### config.mk
export PLATFORM = sky130hd
export DESIGN_NAME = dramel_top
export DESIGN_NICKNAME = d
export VERILOG_FILES = /design/src/dramel_pkg.sv /design/src/dramel_timing_if.sv /design/src/dramel_refresh.sv /design/src/dramel_top.sv
export VERILOG_INCLUDE_DIRS = /design/src
export SDC_FILE = /design/constraint.sdc
export NUM_CORES = 1
export LEC_CHECK = 0
export BUFFER_PORTS_ARGS = -buffer_cell sky130_fd_sc_hd__buf_2
export CORE_UTILIZATION = 40
export DETAILED_ROUTE_END_ITERATION = 10
export SLEW_MARGIN = 0
export SYNTH_ARGS = -nofsm -noshare
export SYNTH_HDL_FRONTEND = slang
export SYNTH_SLANG_ARGS = --single-unit
export TNS_END_PERCENT = 50
### constraint.sdc
create_clock -name aclk -period 8.35 [get_ports aclk]
set_clock_uncertainty 0.15 [all_clocks]
set_input_delay 1.67 -clock aclk [delete_from_list [all_inputs] [get_ports aclk]]
set_output_delay 1.67 -clock aclk [all_outputs]
set_load 0.05 [all_outputs]
### src/dramel_consts.svh
// Purpose: offsets, fields, reset values and timing counts of the error log and timing block
// Assumes: 50 MHz system clock, AXI4-Lite register access
// Notes: included by the refresh and top design files and by the bench
`ifndef DRAMEL_CONSTS_SVH
`define DRAMEL_CONSTS_SVH
`define DRAMEL_OFF_FAIL_ADDR 8'hA8
`define DRAMEL_OFF_TIMING 8'hAC
`define DRAMEL_OFF_STATUS 8'hB0
`define DRAMEL_OFF_MASK 8'hB4
`define DRAMEL_TIMING_RESET 32'h30DF3516
`define DRAMEL_REFC_HI 30
`define DRAMEL_REFC_LO 20
`define DRAMEL_STAG_HI 19
`define DRAMEL_STAG_LO 17
`define DRAMEL_REFEN_BIT 16
`define DRAMEL_TIMING_WMASK 32'h7FFFFFFF
`define DRAMEL_ROWS 4
`define DRAMEL_ST_ERR 0
`define DRAMEL_ST_OVF 1
`define DRAMEL_ST_REF 2
`define DRAMEL_ST_BITS 3
`define DRAMEL_REFRESH_PULSE_NS 60
`define DRAMEL_CLK_NS 20
`define DRAMEL_REFRESH_CYC ((`DRAMEL_REFRESH_PULSE_NS + `DRAMEL_CLK_NS - 1) / `DRAMEL_CLK_NS)
`endif

### src/dramel_pkg.sv
// Purpose: types of the error log and timing block
// Assumes: nothing
// Notes: constants live in the header
package dramel_pkg;
  typedef enum logic [1:0] {
    DRAMEL_R_IDLE = 2'b00,
    DRAMEL_R_DATA = 2'b01
  } dramel_rd_t;
  typedef enum logic [1:0] {
    DRAMEL_W_IDLE = 2'b00,
    DRAMEL_W_RESP = 2'b01
  } dramel_wr_t;
endpackage

### src/dramel_timing_if.sv
// Purpose: carries timing settings to the refresh sequencer
// Assumes: single clock
// Notes: ctl side owns fields, seq side owns strobes
`timescale 1ns/1ps
interface dramel_timing_if;
  logic [10:0] refresh_interval_count;
  logic [2:0] refresh_row_stagger;
  logic refresh_enable;
  logic [3:0] ras_n;
  logic refresh_start;
  modport ctl (output refresh_interval_count, output refresh_row_stagger,
    output refresh_enable, input ras_n, input refresh_start);
  modport seq (input refresh_interval_count, input refresh_row_stagger,
    input refresh_enable, output ras_n, output refresh_start);
endinterface

### src/dramel_refresh.sv
// Purpose: refresh interval counter and staggered row strobes
// Assumes: settings stable while refreshing
// Notes: strobes are decoded from counter flops on aclk
`timescale 1ns/1ps
`include "dramel_consts.svh"
module dramel_refresh (
  // clock and reset
  input wire logic aclk,
  input wire logic aresetn,
  // settings and strobes
  dramel_timing_if.seq tif
);
  localparam int PW = `DRAMEL_REFRESH_CYC;
  logic [10:0] int_q;
  logic [2:0] stag_q;
  logic [1:0] row_q;
  logic busy_q;
  logic [7:0] pw_q [`DRAMEL_ROWS];
  logic start_q;
  logic tick;

  assign tick = tif.refresh_enable && (int_q >= tif.refresh_interval_count - 11'h001);

  // interval counter, one clock time base
  always_ff @(posedge aclk) begin
    if (!aresetn || !tif.refresh_enable || tick) begin
      int_q <= 11'h000;
    end else begin
      int_q <= int_q + 11'h001;
    end
  end

  // stagger walk over rows
  always_ff @(posedge aclk) begin
    if (!aresetn) begin
      busy_q <= 1'b0;
      row_q <= 2'h0;
      stag_q <= 3'h0;
    end else if (tick && !busy_q) begin
      busy_q <= (tif.refresh_row_stagger != 3'h0);
      row_q <= 2'h1;
      stag_q <= 3'h1;
    end else if (busy_q) begin
      if (stag_q >= tif.refresh_row_stagger) begin
        stag_q <= 3'h1;
        row_q <= row_q + 2'h1;
        if (row_q == 2'h3) begin
          busy_q <= 1'b0;
        end
      end else begin
        stag_q <= stag_q + 3'h1;
      end
    end
  end

  always_ff @(posedge aclk) begin
    if (!aresetn) begin
      start_q <= 1'b0;
    end else begin
      start_q <= tick && !busy_q;
    end
  end
  assign tif.refresh_start = start_q;

  // per row strobe, whole clock widths
  for (genvar r = 0; r < `DRAMEL_ROWS; r++) begin : g_row
    logic go;
    assign go = (tick && !busy_q && (r == 0 || tif.refresh_row_stagger == 3'h0))
      || (busy_q && stag_q >= tif.refresh_row_stagger && row_q == 2'(r));
    always_ff @(posedge aclk) begin
      if (!aresetn) begin
        pw_q[r] <= 8'h00;
      end else if (go) begin
        pw_q[r] <= 8'(PW);
      end else if (pw_q[r] != 8'h00) begin
        pw_q[r] <= pw_q[r] - 8'h01;
      end
    end
    assign tif.ras_n[r] = (pw_q[r] == 8'h00);
  end

  property p_refresh_zero_stagger;
    @(posedge aclk) disable iff (!aresetn)
    (tick && !busy_q && tif.refresh_row_stagger == 3'h0) |=> (tif.ras_n == 4'h0);
  endproperty
  a_refresh_zero_stagger: assert property (p_refresh_zero_stagger) else $error("rows not together");

  property p_no_refresh_disabled;
    @(posedge aclk) disable iff (!aresetn)
    !tif.refresh_enable |=> (!tif.refresh_start && int_q == 11'h000);
  endproperty
  a_no_refresh_disabled: assert property (p_no_refresh_disabled) else $error("refresh while off");
endmodule

### src/dramel_top.sv
// Purpose: ecc fail address log and DRAM timing setup with AXI4-Lite access
// Assumes: ecc and transfer inputs synchronous to aclk
// Notes: one read in flight at most; a second write is accepted while a write response waits
//
// The AXI4-Lite slave port was chosen for this implementation.
`timescale 1ns/1ps
`include "dramel_consts.svh"
module dramel_top (
  // clock and reset
  input wire logic aclk,
  input wire logic aresetn,
  // axi4-lite write address
  input wire logic [7:0] s_axi_awaddr,
  input wire logic s_axi_awvalid,
  output logic s_axi_awready,
  // axi4-lite write data
  input wire logic [31:0] s_axi_wdata,
  input wire logic [3:0] s_axi_wstrb,
  input wire logic s_axi_wvalid,
  output logic s_axi_wready,
  // axi4-lite write response
  output logic [1:0] s_axi_bresp,
  output logic s_axi_bvalid,
  input wire logic s_axi_bready,
  // axi4-lite read address
  input wire logic [7:0] s_axi_araddr,
  input wire logic s_axi_arvalid,
  output logic s_axi_arready,
  // axi4-lite read data
  output logic [31:0] s_axi_rdata,
  output logic [1:0] s_axi_rresp,
  output logic s_axi_rvalid,
  input wire logic s_axi_rready,
  // memory transfer tracking
  input wire logic xfer_start,
  input wire logic xfer_qword,
  input wire logic [31:3] xfer_eff_addr,
  // ecc checker
  input wire logic ecc_uncorrectable,
  // dram side
  output logic [3:0] dram_ras_n,
  // interrupt
  output logic irq
);
  dramel_timing_if tif ();
  dramel_pkg::dramel_rd_t rd_q;
  dramel_pkg::dramel_wr_t wr_q;
  logic [31:0] timing_q;
  logic [31:3] fail_addr_q;
  logic [1:0] fail_qw_q;
  logic [1:0] qw_cnt_q;
  logic [`DRAMEL_ST_BITS-1:0] status_q;
  logic [`DRAMEL_ST_BITS-1:0] mask_q;
  logic [7:0] aw_q;
  logic aw_have_q;
  logic [31:0] w_q;
  logic [3:0] ws_q;
  logic w_have_q;
  logic [31:0] rdata_q;
  logic [1:0] rresp_q;
  logic [1:0] bresp_q;
  logic [1:0] cur_qw;
  logic wr_go;
  logic [`DRAMEL_ST_BITS-1:0] ev;
  logic [`DRAMEL_ST_BITS-1:0] clr;

  function automatic logic mapped(input logic [7:0] a);
    mapped = (a == `DRAMEL_OFF_FAIL_ADDR) || (a == `DRAMEL_OFF_TIMING)
      || (a == `DRAMEL_OFF_STATUS) || (a == `DRAMEL_OFF_MASK);
  endfunction

  function automatic logic [31:0] merge(input logic [31:0] o, input logic [31:0] n,
    input logic [3:0] s);
    merge = o;
    for (int i = 0; i < 4; i++) begin
      if (s[i]) begin
        merge[i*8 +: 8] = n[i*8 +: 8];
      end
    end
  endfunction

  // quadword index in transfer order
  assign cur_qw = xfer_start ? 2'h0 : qw_cnt_q;
  always_ff @(posedge aclk) begin
    if (!aresetn || xfer_qword) begin
      qw_cnt_q <= 2'h0;
    end else if (xfer_start) begin
      qw_cnt_q <= 2'h1;
    end else if (qw_cnt_q != 2'h0) begin
      qw_cnt_q <= qw_cnt_q + 2'h1;
    end
  end

  // first failure capture, held until the flag clears
  always_ff @(posedge aclk) begin
    if (!aresetn) begin
      fail_addr_q <= 29'h0;
      fail_qw_q <= 2'h0;
    end else if (ecc_uncorrectable && (!status_q[`DRAMEL_ST_ERR] || clr[`DRAMEL_ST_ERR])) begin
      fail_addr_q <= xfer_eff_addr;
      fail_qw_q <= xfer_qword ? 2'h0 : cur_qw;
    end
  end

  // sticky events
  assign ev[`DRAMEL_ST_ERR] = ecc_uncorrectable;
  assign ev[`DRAMEL_ST_OVF] = ecc_uncorrectable && status_q[`DRAMEL_ST_ERR] &&
    !clr[`DRAMEL_ST_ERR];
  assign ev[`DRAMEL_ST_REF] = tif.refresh_start;
  assign wr_go = aw_have_q && w_have_q && wr_q == dramel_pkg::DRAMEL_W_IDLE;
  assign clr = (wr_go && aw_q == `DRAMEL_OFF_STATUS && ws_q[0]) ?
    w_q[`DRAMEL_ST_BITS-1:0] : '0;
  always_ff @(posedge aclk) begin
    if (!aresetn) begin
      status_q <= '0;
    end else begin
      status_q <= (status_q & ~clr) | ev;
    end
  end
  assign irq = |(status_q & mask_q);

  // write channel capture
  assign s_axi_awready = !aw_have_q;
  assign s_axi_wready = !w_have_q;
  always_ff @(posedge aclk) begin
    if (!aresetn) begin
      aw_have_q <= 1'b0;
      aw_q <= 8'h00;
    end else if (s_axi_awvalid && s_axi_awready) begin
      aw_have_q <= 1'b1;
      aw_q <= {s_axi_awaddr[7:2], 2'b00};
    end else if (wr_go) begin
      aw_have_q <= 1'b0;
    end
  end
  always_ff @(posedge aclk) begin
    if (!aresetn) begin
      w_have_q <= 1'b0;
      w_q <= 32'h0;
      ws_q <= 4'h0;
    end else if (s_axi_wvalid && s_axi_wready) begin
      w_have_q <= 1'b1;
      w_q <= s_axi_wdata;
      ws_q <= s_axi_wstrb;
    end else if (wr_go) begin
      w_have_q <= 1'b0;
    end
  end

  // register writes
  always_ff @(posedge aclk) begin
    if (!aresetn) begin
      timing_q <= `DRAMEL_TIMING_RESET;
    end else if (wr_go && aw_q == `DRAMEL_OFF_TIMING) begin
      timing_q <= merge(timing_q, w_q, ws_q) & `DRAMEL_TIMING_WMASK;
    end
  end
  always_ff @(posedge aclk) begin
    if (!aresetn) begin
      mask_q <= '0;
    end else if (wr_go && aw_q == `DRAMEL_OFF_MASK && ws_q[0]) begin
      mask_q <= w_q[`DRAMEL_ST_BITS-1:0];
    end
  end

  // write response, fail address ignores writes
  always_ff @(posedge aclk) begin
    if (!aresetn) begin
      wr_q <= dramel_pkg::DRAMEL_W_IDLE;
      bresp_q <= 2'b00;
    end else begin
      case (wr_q)
        dramel_pkg::DRAMEL_W_IDLE: begin
          if (wr_go) begin
            wr_q <= dramel_pkg::DRAMEL_W_RESP;
            bresp_q <= mapped(aw_q) ? 2'b00 : 2'b10;
          end
        end
        dramel_pkg::DRAMEL_W_RESP: begin
          if (s_axi_bready) begin
            wr_q <= dramel_pkg::DRAMEL_W_IDLE;
          end
        end
        default: wr_q <= dramel_pkg::DRAMEL_W_IDLE;
      endcase
    end
  end
  assign s_axi_bvalid = (wr_q == dramel_pkg::DRAMEL_W_RESP);
  assign s_axi_bresp = bresp_q;

  // read path
  assign s_axi_arready = (rd_q == dramel_pkg::DRAMEL_R_IDLE);
  always_ff @(posedge aclk) begin
    if (!aresetn) begin
      rd_q <= dramel_pkg::DRAMEL_R_IDLE;
      rdata_q <= 32'h0;
      rresp_q <= 2'b00;
    end else begin
      case (rd_q)
        dramel_pkg::DRAMEL_R_IDLE: begin
          if (s_axi_arvalid) begin
            rd_q <= dramel_pkg::DRAMEL_R_DATA;
            rresp_q <= mapped({s_axi_araddr[7:2], 2'b00}) ? 2'b00 : 2'b10;
            case ({s_axi_araddr[7:2], 2'b00})
              `DRAMEL_OFF_FAIL_ADDR: rdata_q <= {fail_addr_q, fail_qw_q, 1'b0};
              `DRAMEL_OFF_TIMING: rdata_q <= timing_q;
              `DRAMEL_OFF_STATUS: rdata_q <= 32'(status_q);
              `DRAMEL_OFF_MASK: rdata_q <= 32'(mask_q);
              default: rdata_q <= 32'h0;
            endcase
          end
        end
        dramel_pkg::DRAMEL_R_DATA: begin
          if (s_axi_rready) begin
            rd_q <= dramel_pkg::DRAMEL_R_IDLE;
          end
        end
        default: rd_q <= dramel_pkg::DRAMEL_R_IDLE;
      endcase
    end
  end
  assign s_axi_rvalid = (rd_q == dramel_pkg::DRAMEL_R_DATA);
  assign s_axi_rdata = rdata_q;
  assign s_axi_rresp = rresp_q;

  // settings to refresh sequencer
  assign tif.refresh_interval_count = timing_q[`DRAMEL_REFC_HI:`DRAMEL_REFC_LO];
  assign tif.refresh_row_stagger = timing_q[`DRAMEL_STAG_HI:`DRAMEL_STAG_LO];
  assign tif.refresh_enable = timing_q[`DRAMEL_REFEN_BIT] &&
    (timing_q[`DRAMEL_REFC_HI:`DRAMEL_REFC_LO] != 11'h000);
  assign dram_ras_n = tif.ras_n;

  dramel_refresh u_refresh (
    .aclk(aclk),
    .aresetn(aresetn),
    .tif(tif)
  );

  property p_first_kept;
    @(posedge aclk) disable iff (!aresetn)
    (status_q[`DRAMEL_ST_ERR] && !clr[`DRAMEL_ST_ERR]) |=> $stable(fail_addr_q);
  endproperty
  a_first_kept: assert property (p_first_kept) else $error("fail address overwritten");

  property p_capture;
    @(posedge aclk) disable iff (!aresetn)
    (ecc_uncorrectable && !status_q[`DRAMEL_ST_ERR]) |=>
      (fail_addr_q == $past(xfer_eff_addr) && status_q[`DRAMEL_ST_ERR]);
  endproperty
  a_capture: assert property (p_capture) else $error("fail address not captured");

  property p_single_qw;
    @(posedge aclk) disable iff (!aresetn)
    (ecc_uncorrectable && xfer_qword && !status_q[`DRAMEL_ST_ERR]) |=> fail_qw_q == 2'h0;
  endproperty
  a_single_qw: assert property (p_single_qw) else $error("single quadword index not zero");

  property p_qw_order;
    @(posedge aclk) disable iff (!aresetn)
    (xfer_start && !xfer_qword) |=> qw_cnt_q == 2'h1 ##1 qw_cnt_q == 2'h2 ##1 qw_cnt_q == 2'h3;
  endproperty
  a_qw_order: assert property (p_qw_order) else $error("quadword order wrong");

  property p_bit0_zero;
    @(posedge aclk) disable iff (!aresetn)
    (s_axi_rvalid && $past(s_axi_araddr[7:2]) == 6'h2A && $rose(s_axi_rvalid)) |->
      (s_axi_rdata[0] == 1'b0);
  endproperty
  a_bit0_zero: assert property (p_bit0_zero) else $error("reserved bit set");

  property p_reset_timing;
    @(posedge aclk) $rose(aresetn) |-> timing_q == `DRAMEL_TIMING_RESET;
  endproperty
  a_reset_timing: assert property (p_reset_timing) else $error("timing reset value");

  property p_sticky;
    @(posedge aclk) disable iff (!aresetn)
    ecc_uncorrectable |=> status_q[`DRAMEL_ST_ERR];
  endproperty
  a_sticky: assert property (p_sticky) else $error("error flag not set");

  property p_bresp_hold;
    @(posedge aclk) disable iff (!aresetn)
    (s_axi_bvalid && !s_axi_bready) |=> (s_axi_bvalid && $stable(s_axi_bresp));
  endproperty
  a_bresp_hold: assert property (p_bresp_hold) else $error("write response dropped");

  property p_rdata_hold;
    @(posedge aclk) disable iff (!aresetn)
    (s_axi_rvalid && !s_axi_rready) |=> (s_axi_rvalid && $stable(s_axi_rdata));
  endproperty
  a_rdata_hold: assert property (p_rdata_hold) else $error("read data dropped");

  property p_read_answer;
    @(posedge aclk) disable iff (!aresetn)
    (s_axi_arvalid && s_axi_arready) |=> s_axi_rvalid;
  endproperty
  a_read_answer: assert property (p_read_answer) else $error("read not answered");

  property p_irq_error;
    @(posedge aclk) disable iff (!aresetn)
    (ecc_uncorrectable && mask_q[`DRAMEL_ST_ERR]) |=> irq;
  endproperty
  a_irq_error: assert property (p_irq_error) else $error("error interrupt missing");

  property p_ro_write;
    @(posedge aclk) disable iff (!aresetn)
    (wr_go && aw_q == `DRAMEL_OFF_FAIL_ADDR && !ecc_uncorrectable) |=>
      ($stable(fail_addr_q) && $stable(fail_qw_q));
  endproperty
  a_ro_write: assert property (p_ro_write) else $error("fail address written");

  property p_bit31_zero;
    @(posedge aclk) disable iff (!aresetn)
    timing_q[31] == 1'b0;
  endproperty
  a_bit31_zero: assert property (p_bit31_zero) else $error("timing bit 31 set");

  property p_timing_write;
    @(posedge aclk) disable iff (!aresetn)
    (wr_go && aw_q == `DRAMEL_OFF_TIMING && ws_q == 4'hF) |=>
      (timing_q == ($past(w_q) & `DRAMEL_TIMING_WMASK));
  endproperty
  a_timing_write: assert property (p_timing_write) else $error("timing write lost");

  property p_reset_idle;
    @(posedge aclk)
    !aresetn |=> (!s_axi_bvalid && !s_axi_rvalid && !irq && dram_ras_n == 4'hF);
  endproperty
  a_reset_idle: assert property (p_reset_idle) else $error("outputs not idle in reset");

  property p_overflow;
    @(posedge aclk) disable iff (!aresetn)
    (ecc_uncorrectable && status_q[`DRAMEL_ST_ERR] && !clr[`DRAMEL_ST_ERR]) |=>
      status_q[`DRAMEL_ST_OVF];
  endproperty
  a_overflow: assert property (p_overflow) else $error("further error not flagged");

  property p_burst_qw;
    @(posedge aclk) disable iff (!aresetn)
    (ecc_uncorrectable && !status_q[`DRAMEL_ST_ERR] && !xfer_qword && !xfer_start) |=>
      fail_qw_q == $past(qw_cnt_q);
  endproperty
  a_burst_qw: assert property (p_burst_qw) else $error("burst quadword index wrong");

  property p_start_qw;
    @(posedge aclk) disable iff (!aresetn)
    (ecc_uncorrectable && xfer_start && !xfer_qword && !status_q[`DRAMEL_ST_ERR]) |=>
      fail_qw_q == 2'h0;
  endproperty
  a_start_qw: assert property (p_start_qw) else $error("first beat index not zero");

  property p_clear_flag;
    @(posedge aclk) disable iff (!aresetn)
    (clr[`DRAMEL_ST_ERR] && !ecc_uncorrectable) |=> !status_q[`DRAMEL_ST_ERR];
  endproperty
  a_clear_flag: assert property (p_clear_flag) else $error("error flag not cleared");
endmodule

==> flow_summary_export.csv <==
group,metric,value,unit
global_routing,track_usage,0.186,
synth,netlist_instances,982,
timing,finalMaxSlewViolations,0,
timing,setup_violations,0,
clock_tree,cts_resized,0,
worst_setup_path,required,8.21,ns
worst_setup_path,path_class,"register to register",
global_routing,antenna_found_initial,3,
timing,tightest_slew,0.970,ns
finish,fin_cells,1383,
synth,synth_warnings,0,
detailed_routing,routed_via_density,5.04,
synth,synth_area,9190,sq um
timing,rsz0062_at_grt,"false",
clock_tree,cts_max_path_buffers,2,
die,start_util,0.407,
die,die_h,154,um
worst_hold_path,hp-class,"register to register",
timing,fmax,0.238,GHz
placement,port_buffers,129,
synth,synth-async-reset-ratio,0,
synth,synth.distinct_cells,59,
pwr,cellLeakagePower,4.35,nW
pwr,peakVddDrop,0.148,mV
finish,layout-drive-gt1-share,0.195,
die,row_count,55,
clock_tree,cts_tree,"done",
finish,area_growth_syn_to_layout,15.6,%
detailed_routing,drt-initial-drc-count,336,
detailed_routing,dr.pass1.iters,5,
timing,slew_headroom,0.354,
synth,synth_edf_count,32,
timing,min_period_over_period,0.502,
clock_tree,cts_num_sinks,199,
placement,dpl_cell_area,10000,sq um
worst_setup_path,critPathMostFrequentCell,"ha_1",
clock_tree,postCtsSetupRepairBufs,0,
detailed_routing,vias,6964,
finish,final_area,10600,sq um
pwr,power_density,231,nW/um^2
worst_setup_path,critical-path-max-stage-delay,0.57,ns
die,ios,137,
status,status,"finished, final reports clean",
detailed_routing,ant_nets,0,
synth,yosysSeqAreaShare,0.468,
global_routing,grt_overflow_total,0,
worst_setup_path,cp_data_arrival_time,4.06,ns
synth,syn_area_per_cell,9.36,sq um
worst_setup_path,cp_max_fo,19,
timing,period_needed,4.19,ns
synth,netlist.top_cell.by_area,"dfxtp_1",
clock_tree,htreeDepth,4,
synth,dominantRegCellSynth,"dfxtp_1",
worst_setup_path,start_kind,"register",
clock_tree,cts.clk_slew.worst_paths,0.07,ns
global_routing,grt_pass1_wl,34.8,mm
global_routing,grt_pass1_vias,6827,
die,core_area,22600,sq um
detailed_routing,wl_per_cell,15.2,um
placement,hpwlAfterDp,14.2,mm
synth,ys_seq_elements,199,
placement,dp.cells,1350,
placement,place_congestion,0.796,
worst_setup_path,cp_cell_sequence,"inv_1, ha_1, or3b_1, or2_2, nor2_1, xnor2_1, ha_1, a21oi_1, o21ai_0, a311oi_4, nor2_2, nand4b_1",
worst_setup_path,cp_slowest_cell,"nand4b_1",
die,die_w,154,um
run,cap_violations,0,
timing,hold_viol,0,
detailed_routing,drc,0,
synth,netlist.area_leader.share,0.364,
clock_tree,clkLatencyLatePin,0.44,ns
timing,tns,0,ns
clock_tree,numCtsBuffers,17,
clock_tree,hold_buffers,0,
worst_setup_path,crit_path_end_kind,"register",
die,die_area,23600,sq um
detailed_routing,routed_wl,21.0,mm
finish,nNetsFinal,1205,
synth,synth_area_leaders,"dfxtp_1 36%, edfxtp_1 10%, nand2_1 6.5%",
global_routing,grt_max_degree,93,
clock_tree,cts-root-buf,"clkbuf_16",
logic make-up after synthesis:
group | count (synthesis) | synth area share
AO/OA/AOI/OAI | 181 | 0.141
XOR/XNOR | 43 | 0.0410
adder cells (fa/ha/maj) | 30 | 0.0408
buffers and inverters | 86 | 0.0373
flip-flops | 199 | 0.468
multiplexers | 56 | 0.0648
other | 1 | 0.000408
AND/OR/NAND/NOR | 386 | 0.206
power breakdown:
part           total (W)  switching, W  internal, W  leakage, nW
logic           0.000498      0.000283     0.000215         2.35
clock network   0.000791      0.000395     0.000396        0.269
registers        0.00116     0.0000744      0.00109         1.73
registers in the layout, indices dropped and copies added (netlist names), 2 cells and up:
register          cells
aw_q                  6
fail_addr_q          29
fail_qw_q             2
mask_q                3
qw_cnt_q              2
s_axi_rdata          32
status_q              3
timing_q             31
u_refresh.int_q      11
u_refresh.pw_q       32
u_refresh.row_q       2
u_refresh.stag_q      3
w_q                  31
ws_q                  4
synthesized netlist by cell type (4+ instances only):
library cell	instances
nor2_1	62
clkbuf_1	46
nand2_1	158
nor4_1	9
or4_1	4
buf_2	4
ha_1	30
nor3_1	28
xnor2_1	31
mux2i_1	28
edfxtp_1	32
dfxtp_1	167
a21oi_1	28
and3_1	6
o31a_1	6
a22oi_1	31
a21boi_0	69
mux2_2	28
xor2_1	12
inv_1	31
nand3_1	12
nor2b_1	62
o21ai_0	26
nand2b_1	11
worst max-delay path, delay by kind of cell, from the launching register on:
kind,cells,cell delay [ns]
XOR/XNOR,1,0.14
buffers and inverters,1,0.09
AND/OR/NAND/NOR,5,1.79
adder cells (fa/ha/maj),2,0.46
AO/OA/AOI/OAI,3,0.80
flip-flops,1,0.34
final cells by class:
cell class	instances	area (sq um)
well taps	285	357
repair buffers	137	708
clock buffers	17	425
fillers	2218	12000
diodes	2	5.00
flip-flops and latches	199	4300
multi-input cells	698	4560
inverters	31	116
clock inverters	14	143
per-layer routing:
metal	vias to the layer above	track usage	part of all wire
li1	3582	-	-
met1	3253	0.235	0.47
met2	116	0.317	0.49
met3	11	0.0493	0.041
met4	2	0.0371	0.0056
met5	-	0	0.00062
through the flow:
| step | power (W) | setup WS (ns) | hold slack [ns] | util |
|---|---|---|---|---|
| 6_report | 0.00245 | 4.16 | 0.312 | 0.470 |
| 5_1_grt | 0.00259 | 3.80 | 0.334 | 0.470 |
| 4_1_cts | 0.00248 | 4.08 | 0.317 | 0.470 |
| 3_5_place_dp | 0.00168 | 4.05 | 0.306 | 0.445 |
| 3_3_place_gp | 0.00168 | 4.02 | 0.299 | 0.445 |
| 2_1_floorplan | 0.00156 | 4.45 | 0.284 | - |
final timing paths:
| path | startpoint | endpoint | slack [ns] | depth (start not counted) |
|---|---|---|---|---|
| setup reg to reg | timing_q[20] | u_refresh.pw_q[0][11] | 4.16 | 12 |
| hold reg to reg | fail_addr_q[10] | fail_addr_q[10] | 0.31 | 2 |
| hold / removal | fail_addr_q[10] | fail_addr_q[10] | 0.31 | 2 |
| setup / recovery | timing_q[20] | u_refresh.pw_q[0][11] | 4.16 | 12 |
cell usage in the layout, fill, tap and decap left out, types with 4 or more instances in the layout:
master	count
a21boi_0	69
ha_1	30
buf_4	9
mux2i_1	28
o21ai_0	26
clkbuf_16	17
or4_1	4
a21oi_1	28
nand2b_1	11
nor3_1	28
and2_1	4
mux2_2	28
inv_1	31
xnor2_1	31
buf_2	128
xor2_1	12
edfxtp_1	32
nand2_1	158
and3_1	6
nand3_1	12
o31a_1	6
dfxtp_1	167
nor4_1	7
a22oi_1	31
nor2b_1	61
nor2_1	62
No activity file was read; power rests on OpenSTA's default activity.
